### config.mk
export PLATFORM = sky130hd
export DESIGN_NAME = dips_top
export DESIGN_NICKNAME = d
export VERILOG_FILES = /design/src/design/dips_pkg.sv /design/src/design/dips_top.sv
export SDC_FILE = /design/constraint.sdc
export NUM_CORES = 1
export LEC_CHECK = 0
export BUFFER_PORTS_ARGS = -buffer_cell sky130_fd_sc_hd__buf_2
export CAP_MARGIN = 25
export CORE_UTILIZATION = 55
export CTS_BUF_LIST = sky130_fd_sc_hd__clkbuf_4 sky130_fd_sc_hd__clkbuf_8 sky130_fd_sc_hd__clkbuf_16
export DETAILED_ROUTE_END_ITERATION = 10
export GPL_TIMING_DRIVEN = 0
export PLACE_DENSITY_LB_ADDON = 0.1
export SYNTH_ARGS = -nofsm -noshare
export SYNTH_HDL_FRONTEND = slang
export SYNTH_SLANG_ARGS = --single-unit
### constraint.sdc
create_clock -name i_clk_sys -period 7.6 [get_ports i_clk_sys]
set_input_delay 1.14 -clock i_clk_sys [delete_from_list [all_inputs] [get_ports i_clk_sys]]
set_output_delay 1.14 -clock i_clk_sys [all_outputs]
set_load 0.005 [all_outputs]
### src/design/dips_pkg.sv
// Purpose: Constants for the DMA global interrupt, pacing, trigger and checksum block
// Assumes: 32-bit Avalon-MM register bus, byte addresses
// Notes: Register offsets are byte addresses within the DMA space
package dips_pkg;
   // ****************************************
   // Register offsets
   // ****************************************
   localparam logic [11:0] DIPS_OFF_RAW_STATUS = 12'h400;
   localparam logic [11:0] DIPS_OFF_IRQ0_ENABLE = 12'h404;
   localparam logic [11:0] DIPS_OFF_IRQ0_FORCE = 12'h408;
   localparam logic [11:0] DIPS_OFF_IRQ0_STATUS = 12'h40C;
   localparam logic [11:0] DIPS_OFF_IRQ1_ENABLE = 12'h414;
   localparam logic [11:0] DIPS_OFF_IRQ1_FORCE = 12'h418;
   localparam logic [11:0] DIPS_OFF_IRQ1_STATUS = 12'h41C;
   localparam logic [11:0] DIPS_OFF_TIMER_A = 12'h420;
   localparam logic [11:0] DIPS_OFF_TIMER_B = 12'h424;
   localparam logic [11:0] DIPS_OFF_GROUP_TRIG = 12'h430;
   localparam logic [11:0] DIPS_OFF_MON_CTRL = 12'h434;
   localparam logic [11:0] DIPS_OFF_MON_DATA = 12'h438;
   // ****************************************
   // Field positions
   // ****************************************
   localparam int DIPS_CTRL_EN_BIT = 0;
   localparam int DIPS_CTRL_CH_LSB = 1;
   localparam int DIPS_CTRL_ALG_LSB = 5;
   localparam int DIPS_CTRL_BYTE_REV_BIT = 9;
   localparam int DIPS_CTRL_RESULT_BIT_REVERSE_BIT = 10;
   localparam int DIPS_CTRL_RESULT_INVERT_BIT = 11;
   localparam logic [31:0] DIPS_CTRL_MASK = 32'h0000_0FFF;
   localparam logic [31:0] DIPS_REG_RESET = 32'h0000_0000;
   // ****************************************
   // Algorithm codes and polynomials
   // ****************************************
   localparam logic [3:0] DIPS_ALG_CRC32 = 4'h0;
   localparam logic [3:0] DIPS_ALG_CRC32_REV = 4'h1;
   localparam logic [3:0] DIPS_ALG_CRC16 = 4'h2;
   localparam logic [3:0] DIPS_ALG_CRC16_REV = 4'h3;
   localparam logic [3:0] DIPS_ALG_XOR = 4'hE;
   localparam logic [3:0] DIPS_ALG_SUM = 4'hF;
   localparam logic [31:0] DIPS_POLY_CRC32 = 32'h04C1_1DB7;
   localparam logic [15:0] DIPS_POLY_CRC16 = 16'h1021;
   // ****************************************
   // Pace source codes
   // ****************************************
   localparam logic [5:0] DIPS_PACE_TIMER_A = 6'h3B;
   localparam logic [5:0] DIPS_PACE_TIMER_B = 6'h3C;
   localparam logic [5:0] DIPS_PACE_ALWAYS = 6'h3F;
endpackage

### src/design/dips_top.sv
// Purpose: Global DMA logic: IRQ routing, X/Y pacing timers, group trigger, checksum monitor
// Assumes: Channel engines outside; inputs synchronous to i_clk_sys
// Notes: Avalon-MM slave answers every access in the cycle after it is presented
module dips_top #(
   parameter int NCH = 16
) (
   // Clock and reset
   input wire logic i_clk_sys,
   input wire logic i_rst,
   // Avalon-MM slave
   input wire logic [11:0] i_avs_address,
   input wire logic i_avs_read,
   input wire logic i_avs_write,
   input wire logic [31:0] i_avs_writedata,
   input wire logic [3:0] i_avs_byteenable,
   output logic [31:0] o_avs_readdata,
   output logic o_avs_waitrequest,
   // Channel events and state
   input wire logic [NCH-1:0] i_chan_irq_set,
   input wire logic [NCH-1:0] i_chan_enabled,
   input wire logic [NCH-1:0] i_chan_busy,
   output logic [NCH-1:0] o_chan_trigger,
   // Pacing
   input wire logic [NCH*6-1:0] i_pace_source_select,
   input wire logic [NCH-1:0] i_dreq,
   output logic [NCH-1:0] o_pace_request,
   output logic [1:0] o_timer_tick,
   // Read data seen by the monitor, already after channel byte swap
   input wire logic i_rd_valid,
   input wire logic [3:0] i_rd_chan,
   input wire logic [31:0] i_rd_data,
   // Interrupt lines
   output logic [1:0] o_irq
);
   // ****************************************
   // State
   // ****************************************
   typedef struct packed {
      logic [15:0] raw;
      logic [15:0] en0;
      logic [15:0] frc0;
      logic [15:0] en1;
      logic [15:0] frc1;
      logic [31:0] tmr_a;
      logic [31:0] tmr_b;
      logic [15:0] acc_a;
      logic [15:0] acc_b;
      logic [1:0] tick;
      logic [15:0] trig;
      logic [11:0] ctrl;
      logic [31:0] data;
      logic ack;
      logic [31:0] rdata;
   } dips_state_t;

   dips_state_t st_reg;
   dips_state_t st_next;

   function automatic logic [31:0] dips_rev32(input logic [31:0] v);
      logic [31:0] r;
      r = '0;
      for (int i = 0; i < 32; i++) begin
         r[i] = v[31-i];
      end
      return r;
   endfunction

   function automatic logic [31:0] dips_input_byte_reverse(input logic [31:0] v);
      return {v[7:0], v[15:8], v[23:16], v[31:24]};
   endfunction

   function automatic logic [31:0] dips_crc32(input logic [31:0] c, input logic [31:0] d);
      logic [31:0] r;
      r = c;
      for (int i = 31; i >= 0; i--) begin
         r = (r[31] ^ d[i]) ? ((r << 1) ^ dips_pkg::DIPS_POLY_CRC32) : (r << 1);
      end
      return r;
   endfunction

   function automatic logic [15:0] dips_crc16(input logic [15:0] c, input logic [31:0] d);
      logic [15:0] r;
      r = c;
      for (int i = 31; i >= 0; i--) begin
         r = (r[15] ^ d[i]) ? ((r << 1) ^ dips_pkg::DIPS_POLY_CRC16) : (r << 1);
      end
      return r;
   endfunction

   // X/Y fractional step: add X each cycle, wrap by Y, request on wrap
   function automatic logic [16:0] dips_pace(input logic [31:0] t, input logic [15:0] a);
      logic [16:0] s;
      logic [15:0] x;
      logic [15:0] y;
      x = t[31:16];
      y = t[15:0];
      s = {1'b0, a} + {1'b0, x};
      if (x == 16'h0000 || y == 16'h0000) begin
         return {1'b0, a};
      end
      if (s >= {1'b0, y}) begin
         s = s - {1'b0, y};
         return {1'b1, s[15:0]};
      end
      return {1'b0, s[15:0]};
   endfunction

   logic [15:0] raw_or_frc0;
   logic [15:0] raw_or_frc1;
   logic [15:0] sts0;
   logic [15:0] sts1;
   logic acc_hit;
   logic bus_req;
   logic [31:0] wmask;
   logic [31:0] wval;
   logic [31:0] feed;
   logic [31:0] result_view;
   logic [16:0] pa;
   logic [16:0] pb;

   // ****************************************
   // Combinational next state
   // ****************************************
   always_comb begin
      st_next = st_reg;
      raw_or_frc0 = st_reg.raw | st_reg.frc0;
      raw_or_frc1 = st_reg.raw | st_reg.frc1;
      sts0 = raw_or_frc0 & st_reg.en0;
      sts1 = raw_or_frc1 & st_reg.en1;
      bus_req = (i_avs_read | i_avs_write) & ~st_reg.ack;
      wmask = {{8{i_avs_byteenable[3]}}, {8{i_avs_byteenable[2]}},
               {8{i_avs_byteenable[1]}}, {8{i_avs_byteenable[0]}}};
      wval = i_avs_writedata & wmask;
      result_view = st_reg.data;
      if (st_reg.ctrl[dips_pkg::DIPS_CTRL_RESULT_BIT_REVERSE_BIT]) begin
         result_view = dips_rev32(result_view);
      end
      if (st_reg.ctrl[dips_pkg::DIPS_CTRL_RESULT_INVERT_BIT]) begin
         result_view = ~result_view;
      end
      // Incoming data already carries the channel swap; a second swap restores order
      feed = i_rd_data;
      if (st_reg.ctrl[dips_pkg::DIPS_CTRL_BYTE_REV_BIT]) begin
         feed = dips_input_byte_reverse(feed);
      end
      acc_hit = st_reg.ctrl[dips_pkg::DIPS_CTRL_EN_BIT] & i_rd_valid
         & (i_rd_chan == st_reg.ctrl[dips_pkg::DIPS_CTRL_CH_LSB +: 4]);

      // Pacing timers
      pa = dips_pace(st_reg.tmr_a, st_reg.acc_a);
      pb = dips_pace(st_reg.tmr_b, st_reg.acc_b);
      st_next.acc_a = pa[15:0];
      st_next.acc_b = pb[15:0];
      st_next.tick = {pb[16], pa[16]};
      st_next.trig = '0;
      st_next.ack = bus_req;
      st_next.rdata = '0;

      // Bus writes
      if (bus_req && i_avs_write) begin
         unique case (i_avs_address)
            dips_pkg::DIPS_OFF_RAW_STATUS: st_next.raw = st_reg.raw & ~wval[15:0];
            dips_pkg::DIPS_OFF_IRQ0_STATUS: st_next.raw = st_reg.raw & ~wval[15:0];
            dips_pkg::DIPS_OFF_IRQ1_STATUS: st_next.raw = st_reg.raw & ~wval[15:0];
            dips_pkg::DIPS_OFF_IRQ0_ENABLE: begin
               st_next.en0 = (st_reg.en0 & ~wmask[15:0]) | wval[15:0];
            end
            dips_pkg::DIPS_OFF_IRQ0_FORCE: begin
               st_next.frc0 = (st_reg.frc0 & ~wmask[15:0]) | wval[15:0];
            end
            dips_pkg::DIPS_OFF_IRQ1_ENABLE: begin
               st_next.en1 = (st_reg.en1 & ~wmask[15:0]) | wval[15:0];
            end
            dips_pkg::DIPS_OFF_IRQ1_FORCE: begin
               st_next.frc1 = (st_reg.frc1 & ~wmask[15:0]) | wval[15:0];
            end
            dips_pkg::DIPS_OFF_TIMER_A: begin
               st_next.tmr_a = (st_reg.tmr_a & ~wmask) | wval;
               st_next.acc_a = '0;
            end
            dips_pkg::DIPS_OFF_TIMER_B: begin
               st_next.tmr_b = (st_reg.tmr_b & ~wmask) | wval;
               st_next.acc_b = '0;
            end
            dips_pkg::DIPS_OFF_GROUP_TRIG: begin
               st_next.trig = wval[15:0] & i_chan_enabled & ~i_chan_busy;
            end
            dips_pkg::DIPS_OFF_MON_CTRL: begin
               st_next.ctrl = ((st_reg.ctrl & ~wmask[11:0]) | wval[11:0])
                  & dips_pkg::DIPS_CTRL_MASK[11:0];
            end
            dips_pkg::DIPS_OFF_MON_DATA: begin
               st_next.data = (st_reg.data & ~wmask) | wval;
            end
            default: begin
            end
         endcase
      end

      // Bus reads; unmapped addresses read zero
      if (bus_req && i_avs_read) begin
         unique case (i_avs_address)
            dips_pkg::DIPS_OFF_RAW_STATUS: st_next.rdata = {16'h0000, st_reg.raw};
            dips_pkg::DIPS_OFF_IRQ0_ENABLE: st_next.rdata = {16'h0000, st_reg.en0};
            dips_pkg::DIPS_OFF_IRQ0_FORCE: st_next.rdata = {16'h0000, st_reg.frc0};
            dips_pkg::DIPS_OFF_IRQ0_STATUS: st_next.rdata = {16'h0000, sts0};
            dips_pkg::DIPS_OFF_IRQ1_ENABLE: st_next.rdata = {16'h0000, st_reg.en1};
            dips_pkg::DIPS_OFF_IRQ1_FORCE: st_next.rdata = {16'h0000, st_reg.frc1};
            dips_pkg::DIPS_OFF_IRQ1_STATUS: st_next.rdata = {16'h0000, sts1};
            dips_pkg::DIPS_OFF_TIMER_A: st_next.rdata = st_reg.tmr_a;
            dips_pkg::DIPS_OFF_TIMER_B: st_next.rdata = st_reg.tmr_b;
            dips_pkg::DIPS_OFF_MON_CTRL: st_next.rdata = {20'h00000, st_reg.ctrl};
            dips_pkg::DIPS_OFF_MON_DATA: st_next.rdata = result_view;
            default: st_next.rdata = '0;
         endcase
      end

      // Checksum update; a bus seed write in the same cycle loses to hardware
      if (acc_hit) begin
         unique case (st_reg.ctrl[dips_pkg::DIPS_CTRL_ALG_LSB +: 4])
            dips_pkg::DIPS_ALG_CRC32: st_next.data = dips_crc32(st_reg.data, feed);
            dips_pkg::DIPS_ALG_CRC32_REV: begin
               st_next.data = dips_crc32(st_reg.data, dips_rev32(feed));
            end
            dips_pkg::DIPS_ALG_CRC16: begin
               st_next.data = {16'h0000, dips_crc16(st_reg.data[15:0], feed)};
            end
            dips_pkg::DIPS_ALG_CRC16_REV: begin
               st_next.data = {16'h0000,
                  dips_crc16(st_reg.data[15:0], dips_rev32(feed))};
            end
            dips_pkg::DIPS_ALG_XOR: begin
               st_next.data = {31'h00000000, st_reg.data[0] ^ (^feed)};
            end
            dips_pkg::DIPS_ALG_SUM: st_next.data = st_reg.data + feed;
            default: st_next.data = st_reg.data;
         endcase
      end

      // New channel events win over a same-cycle clear
      st_next.raw = st_next.raw | i_chan_irq_set[15:0];
   end

   always_ff @(posedge i_clk_sys) begin
      if (i_rst) begin
         st_reg <= '0;
      end else begin
         st_reg <= st_next;
      end
   end

   // ****************************************
   // Outputs
   // ****************************************
   always_comb begin
      o_avs_waitrequest = (i_avs_read | i_avs_write) & ~st_reg.ack;
      o_avs_readdata = st_reg.rdata;
      o_irq = {|sts1, |sts0};
      o_chan_trigger = st_reg.trig;
      o_timer_tick = st_reg.tick;
      for (int n = 0; n < NCH; n++) begin
         unique case (i_pace_source_select[n*6 +: 6])
            dips_pkg::DIPS_PACE_TIMER_A: o_pace_request[n] = st_reg.tick[0];
            dips_pkg::DIPS_PACE_TIMER_B: o_pace_request[n] = st_reg.tick[1];
            dips_pkg::DIPS_PACE_ALWAYS: o_pace_request[n] = 1'b1;
            default: o_pace_request[n] = i_dreq[n];
         endcase
      end
   end
endmodule

Word level (Yosys, flattened, before mapping)
Cells that the tools add are included.
{"block": "classes", "bitwise": 294, "eq_ne": 67, "n_mux": 178, "n_addsub": 5, "n_reduce_logical": 25, "n_lt_le_gt_ge": 2}
{"operator": "2-to-1 mux 27 bit", "count": 64}
{"operator": "inverter 14 bit", "count": 63}
{"operator": "2-to-1 mux 13 bit", "count": 64}
{"operator": "case mux 32 bit (11 select lines)", "count": 1}
{"operator": "== test 6 bit, second input constant", "count": 48}
{"operator": "2-to-1 mux 32 bit", "count": 8}
{"operator": "case mux 32 bit (6 select lines)", "count": 1}
{"operator": "inverter 3 bit", "count": 63}
{"operator": "2-to-1 mux 176 bit", "count": 1}
{"operator": "bitwise AND 16 bit", "count": 9}
{"operator": "== test 12 x 11 -> 1 bit, second input constant", "count": 12}
{"operator": "2-to-1 mux 16 bit", "count": 9}
{"operator": "2-to-1 mux 17 bit", "count": 8}
{"operator": "XOR 1 bit", "count": 129}
{"operator": "bitwise AND 32 bit", "count": 4}
{"operator": "OR 16 bit", "count": 7}
{"operator": "OR 32 bit", "count": 3}
{"operator": "logical NOT 16 bit", "count": 4}
{"operator": "inverter 32 bit", "count": 2}
{"operator": "inverter 16 bit", "count": 3}
{"operator": "case mux 1 bit (3 select lines)", "count": 16}
{"operator": "adder 16 x 16 -> 17 bit", "count": 2}
{"operator": ">= comparator 17 x 16 -> 1 bit", "count": 2}
{"operator": "adder 32 bit", "count": 1}
{"operator": "23 further kinds", "count": 47}
{"block": "word_totals", "regBits": 271, "elab_cells": 586, "output_inout_bits": 69}

Longest topological paths before layout
Gate-level depths: netlist of run 1.
{"block": "logic_depth", "ltp_word": 67, "depth_mapped": 24, "depth_no_buf": 22}

Worst setup path after synthesis of run 1
Ideal clock, no wire load.
{"block": "synth_path", "kind": "reg2reg", "startpoint": "reg (tool-made name)", "endpoint": "reg (tool-made name)", "synth_period_minus_slack_ns": 6.029, "setup_slack_ns": 1.571, "setup_ns": 0.070, "stages_incl_launch_ff": 25, "arrival_time_ns": 5.958, "path_cell_list": "dfxtp_1 > buf_6 > buf_12 > buf_6 > buf_6 > buf_2 > mux2i_1 > inv_1 > ha_1 > buf_2 > xnor3_1 > xnor2_2 > xnor3_2 > xor2_1 > xnor3_1 > buf_4 > xor2_2 > xnor2_2 > xnor2_4 > xor2_1 > xor2_1 > nor2_1 > nand3b_1 > a311o_1 > a21oi_1"}

==> key figures, run 1 <==
Outcome
  • Outcome: finished clean

Synthesis
  • Avg Synthesized Cell Area: 8.270 um2
  • Synth area leader: dfxtp_1
  • Area share of the largest cell type after synthesis: 0.2008
  • Synth Warn #: 0
  • Number of distinct library cells after synthesis: 80
  • Cell Area, Synth: 27020 um2
  • Ys async rst share: 0
  • Sequential share of the synthesized area: 0.2008
  • Post-synth EDFFs: 0
  • Mapped Cells: 3267
  • Mapped Nets: 3620
  • #FFs+latches synth: 271
  • Top cells by area, synth: dfxtp_1 (20%), xnor2_1 (19%), xor2_1 (5.7%)
  • Top FF cell, synth: dfxtp_1

Clock tree
  • Cts repair resizes: 0
  • Sink Count: 271
  • CTS clk-pin slew, worst paths: 0.07 ns
  • Hold_buf cts: 0
  • Post-CTS Setup Inserts: 0
  • Maximum clock insertion buffer count: 3
  • Max H-tree Level: 1
  • CTS root buf: clkbuf_16
  • CTS tree: yes
  • Total CTS buffers: 29
  • Worst skew pair latency: 0.60 ns

STA
  • Slew @ Worst Pin: 1.209 ns
  • Clk_skew: 0.02548 ns
  • Fmax: 133.6 MHz
  • Post-layout minimum cycle time: 7.484 ns
  • Setup TNS: 0 ns
  • Final Max Slew Viols: 0
  • Hold Vio Cnt, Final: 0
  • Hold_ws: 0.4749 ns
  • Final setup vio count: 0
  • Max-slew headroom: 0.1879
  • Period Utilization, post-route: 0.9847

Drt
  • Initial DRC Count: 3442
  • Vias per std cell: 6.219
  • WL per Instance: 25.75 um
  • Drt first pass iters: 10
  • Antenna Nets Post-Route: 0
  • Drt drc: 0
  • Via count: 26590
  • WL final: 110.1 mm

Global routing
  • Global route overflow: 0
  • First-pass GRT wire length: 159.7 mm
  • Vias in the first global route: 25570
  • All-Layer GR Usage: 0.4252
  • Initial antenna violation count: 4
  • Largest net degree at the start of global routing: 16

Layout
  • Layout cell share with drive strength beyond 1: 0.1432
  • Fill cell count: 4257
  • Nets: 3952
  • Final cell count without fillers: 4275
  • Final core utilization: 0.6326
  • Layout area overhead: 12.73%

Min path
  • Min-Delay Path Class: register to register

Die
  • Die W: 223.6 um
  • Initial Util: 0.5612
  • Vert. Die Dim: 223.6 um
  • Full die area: 50020 um2
  • Boundary Pins: 318
  • Rows: 80
  • Core Area: 48150 um2

Worst setup path
  • Critical path class: register to register
  • Worst Path Required: 8.13 ns
  • Crit path max fanout: 10
  • Crit end category: register
  • CP Launch Type: register
  • Arr. time, crit path: 8.01 ns

Power and ir drop
  • Clk pwr share: 0.105
  • VDD IR-drop max: 0.8369 mV
  • Pwr dens: 500.8 nW/um2
  • Tot Pwr: 15260 uW
  • Seq pwr share: 0.094
  • Internal power: 6956 uW
  • Sw frac: 0.5440
  • P_leak: 0.01220 uW
  • Combinational Power Share: 0.801
  • NetSw: 8299 uW

Placed design
  • Dpl hpwl: 88.30 mm
  • Placed Instances: 4223
  • GP Congestion: 1.061
  • Buffers on Ports: 298

Flow run
  • Max-cap violation count: 0
final timing paths:
kind,from,to,slack [ns],cells after the start
max reg2reg,register,register,0.12,22
min,register,register,0.47,2
max,register,register,0.12,22
min reg2reg,register,register,0.47,2
per-stage QoR:
| step | cell area [um2] | setup slack [ns] |
|---|---|---|
| finish | 30460 | 0.1164 |
| global route | 30460 | -0.01468 |
| CTS | 30400 | 0.03991 |
| detailed placement | 29360 | -0.03462 |
| global placement | 29330 | 0.05199 |
| floorplan | 27020 | 1.571 |
power groups by stage:
stage          Clock [uW]  Sequential (uW)  Combinational (uW)
3_3_place_gp            0             1470               12000
6_report             1600             1440               12200
5_1_grt              1650             1440               12400
3_5_place_dp            0             1470               11900
4_1_cts              1590             1440               12000
2_1_floorplan           0             1460                7960
area by class of cell:
| cell class | count | area (um2) | area share |
|---|---|---|---|
| diodes | 2 | 5.005 | 0.0001643 |
| plain buffers | 224 | 1079 | 0.03541 |
| clock buffers | 39 | 819.5 | 0.02691 |
| clock inverters | 10 | 221.5 | 0.007271 |
| inverters | 112 | 420.4 | 0.01380 |
| multi-input cells | 2660 | 20140 | 0.6612 |
| flip-flops and latches | 271 | 5425 | 0.1781 |
| well taps | 656 | 820.8 | 0.02695 |
| repair buffers | 301 | 1529 | 0.05020 |
cells in the mapped netlist, types with 14 or more instances:
| library cell | number |
|---|---|
| a21o_1 | 36 |
| a21oi_1 | 307 |
| a221oi_1 | 34 |
| a222oi_1 | 18 |
| a22oi_1 | 33 |
| and2_1 | 17 |
| and3_1 | 27 |
| buf_4 | 52 |
| clkbuf_1 | 157 |
| dfxtp_1 | 271 |
| ha_1 | 99 |
| inv_1 | 112 |
| mux2i_1 | 133 |
| nand2_1 | 283 |
| nand2b_1 | 16 |
| nand3_1 | 127 |
| nand4_1 | 29 |
| nor2_1 | 216 |
| nor3_1 | 18 |
| nor4_1 | 22 |
| nor4b_1 | 15 |
| o21ai_0 | 133 |
| o21bai_1 | 24 |
| o221ai_1 | 36 |
| o22ai_1 | 15 |
| xnor2_1 | 596 |
| xnor2_2 | 40 |
| xnor2_4 | 14 |
| xnor3_1 | 27 |
| xor2_1 | 176 |
cell families (layout without fill, tap and decap cells):
kind of cell             Yosys count  in the layout  synth area share
XOR/XNOR                         880            880            0.3342
AND/OR/NAND/NOR                  802            802            0.1351
AO/OA/AOI/OAI                    724            724            0.1664
buffers and inverters            336            686           0.05548
flip-flops                       271            271            0.2008
multiplexers                     150            150           0.05853
adder cells (fa/ha/maj)          104            104           0.04955
other                              0              2                 0
placed cells by master (no fill, tap or decap), types with 22 or more instances in the layout:
cell type,count
and3_1,27
nor2_1,216
mux2i_1,130
o21bai_1,24
clkbuf_1,157
o221ai_1,36
nor4_1,22
clkbuf_16,29
a21oi_1,307
inv_1,112
nand3_1,127
a22oi_1,33
a21o_1,36
xor2_1,175
buf_4,53
dfxtp_1,271
xnor3_1,27
nand4_1,29
xnor2_2,40
o21ai_0,133
xnor2_1,595
a221oi_1,34
buf_2,300
ha_1,99
nand2_1,283
worst max-delay path: stages (launching register included):
cell and delay (ns):
dfxtp_1 0.38, buf_6 0.18, buf_12 0.17, buf_6 0.20, buf_6 0.20, buf_2 0.26, mux2i_1 0.41, inv_1 0.24
ha_1 0.39, buf_2 0.29, xnor3_1 0.40, xnor2_2 0.40, xnor3_2 0.52, xor2_1 0.24, xnor3_1 0.42, buf_4 0.20
xnor2_1 0.70, xnor2_2 0.26, xnor2_1 0.31, xnor2_1 0.12, o22ai_1 0.74, o211ai_1 0.16, a21oi_1 0.17
per-layer routing:
layer / vias to the layer above / GRT usage / share of wire
met5: - / 0 / 0.00023
met4: 4 / 0.3442 / 0.089
met3: 469 / 0.06663 / 0.092
met2: 1712 / 0.6947 / 0.45
met1: 12470 / 0.4953 / 0.37
li1: 11930 / - / -
(Power assumes the default switching activity.)
==> run 2: changes to the inputs <==
CTS_BUF_LIST = sky130_fd_sc_hd__clkbuf_4 sky130_fd_sc_hd__clkbuf_8   (was sky130_fd_sc_hd__clkbuf_4 sky130_fd_sc_hd__clkbuf_8 sky130_fd_sc_hd__clkbuf_16)
==> key figures, run 2 (synthesized netlist as in run 1, its figures left out) <==
Drt
  • WL per Instance: 25.55 um
  • Drt first pass iters: 8
  • WL final: 110.2 mm
  • Drt drc: 0
  • Vias per std cell: 6.168
  • Antenna Nets Post-Route: 0
  • Via count: 26600
  • Initial DRC Count: 3461

Layout
  • Layout area overhead: 12.69%
  • Final cell count without fillers: 4312
  • Most frequent cells in the layout: xnor2_1 (595), a21oi_1 (307), buf_2 (300)
  • Final Cell Area: 30450 um2
  • Final core utilization: 0.6324
  • Most common cell after layout, fill and taps aside: xnor2_1
  • Layout cell share with drive strength beyond 1: 0.1517
  • Nets: 3969

Placed design
  • Placed cell areas: 29360 um2
  • Placed Instances: 4223
  • GP Congestion: 1.061
  • Buffers on Ports: 298
  • Dpl hpwl: 88.30 mm

Global routing
  • Global route overflow: 0
  • First-pass GRT wire length: 160.2 mm
  • All-Layer GR Usage: 0.4273
  • Initial antenna violation count: 2
  • Largest net degree at the start of global routing: 14
  • Vias in the first global route: 25530

Flow run
  • Max-cap violation count: 0

Clock tree
  • Sink Count: 271
  • Total CTS buffers: 47
  • CTS tree: yes
  • Max H-tree Level: 2
  • Maximum clock insertion buffer count: 3
  • CTS root buf: clkbuf_8
  • Worst skew pair latency: 0.63 ns
  • CTS clk-pin slew, worst paths: 0.08 ns

Power and ir drop
  • Internal power: 6825 uW
  • VDD IR-drop max: 0.8614 mV
  • Combinational Power Share: 0.806
  • Seq pwr share: 0.094
  • Clk pwr share: 0.099
  • P_leak: 0.01224 uW
  • Pwr dens: 500.8 nW/um2
  • Sw frac: 0.5524
  • NetSw: 8423 uW

STA
  • Period Utilization, post-route: 0.9776
  • Post-layout minimum cycle time: 7.430 ns
  • Setup TNS: 0 ns
  • Max-slew headroom: 0.1957
  • Final Max Slew Viols: 0
  • Final setup vio count: 0
  • Fmax: 134.6 MHz
  • Slew @ Worst Pin: 1.197 ns
  • Hold_ws: 0.4751 ns
  • Clk_skew: 0.04461 ns
  • Hold Vio Cnt, Final: 0

Worst setup path
  • Worst Path Required: 8.13 ns
  • Critical path class: register to register
  • Arr. time, crit path: 7.96 ns
  • Crit end category: register
  • Crit path max fanout: 10
  • CP Launch Type: register

Min path
  • Min-Delay Path Class: register to register

Die
  • Boundary Pins: 318
  • Vert. Die Dim: 223.6 um
  • Core Area: 48150 um2
  • Full die area: 50020 um2
  • Rows: 80
  • Initial Util: 0.5612
  • Die W: 223.6 um

Outcome
  • Outcome: finished clean
==> run 2: cell types whose count changed in the layout (fill, tap and decap cells not counted), moves of 4 or more <==
cell / delta
clkbuf_4: +6
bufinv_16: -4
clkbuf_8: +55
clkinv_2: +9
clkbuf_16: -29
==> run 2: repair_timing <==
action / 4_1_cts / 5_1_grt
resized for setup: 0 / 6
buffers inserted: 0 / 0
setup endpoints to repair: 0 / 5
hold buffers: 0 / 0
==> run 2: area by class of cell <==
cell class / instances / area (um2)
sequential: 271 / 5425
tap: 656 / 820.8
clock inverter: 15 / 146.4
inverter: 112 / 420.4
multi-input combinational: 2660 / 20140
fill: 4273 / 17700
timing repair buffer: 300 / 1514
buffer: 224 / 1079
clock buffer: 71 / 895.9
antenna: 3 / 7.507
==> run 2: per-stage QoR <==
step,power [uW],setup WS [ns]
CTS,14890,0.03931
global placement,13420,0.05199
global route,15430,-0.01197
detailed placement,13370,-0.03462
finish,15250,0.1704
floorplan,9427,1.571
==> run 2: critical path: stages (launching register included) <==
cell      delay, ns
dfxtp_1        0.38
buf_6          0.18
buf_12         0.17
buf_6          0.20
buf_6          0.20
buf_2          0.26
mux2i_1        0.40
inv_1          0.24
ha_1           0.38
buf_2          0.29
xnor3_1        0.40
xnor2_2        0.39
xnor3_2        0.52
xor2_1         0.24
xnor3_1        0.42
buf_4          0.20
xnor2_1        0.25
xnor2_2        0.20
xor2_2         0.37
xor2_2         0.32
xor2_1         0.29
nor2_1         0.07
nand3b_1       0.28
a311o_1        0.41
a21oi_1        0.23
==> run 2: power by group through the flow <==
stage,Sequential [uW],Clock (uW),Combinational [uW]
3_5_place_dp,1470,0,11900
2_1_floorplan,1460,0,7960
6_report,1440,1510,12300
3_3_place_gp,1470,0,12000
5_1_grt,1440,1570,12400
4_1_cts,1440,1500,12000
==> run 2: path summary, 6_finish.rpt <==
path / slack [ns] / from / depth (start not counted) / to
worst max register to register: 0.17 / register / 24 / register
worst max-delay path: 0.17 / register / 24 / register
worst min-delay path: 0.48 / register / 2 / register
worst min register to register: 0.48 / register / 2 / register
==> run 2: layer usage <==
metal	vias up	track usage	part of all wire
li1	11990	-	-
met1	12420	0.4977	0.36
met2	1741	0.7059	0.45
met3	449	0.07004	0.095
met4	2	0.3239	0.085
met5	-	0	0.00015
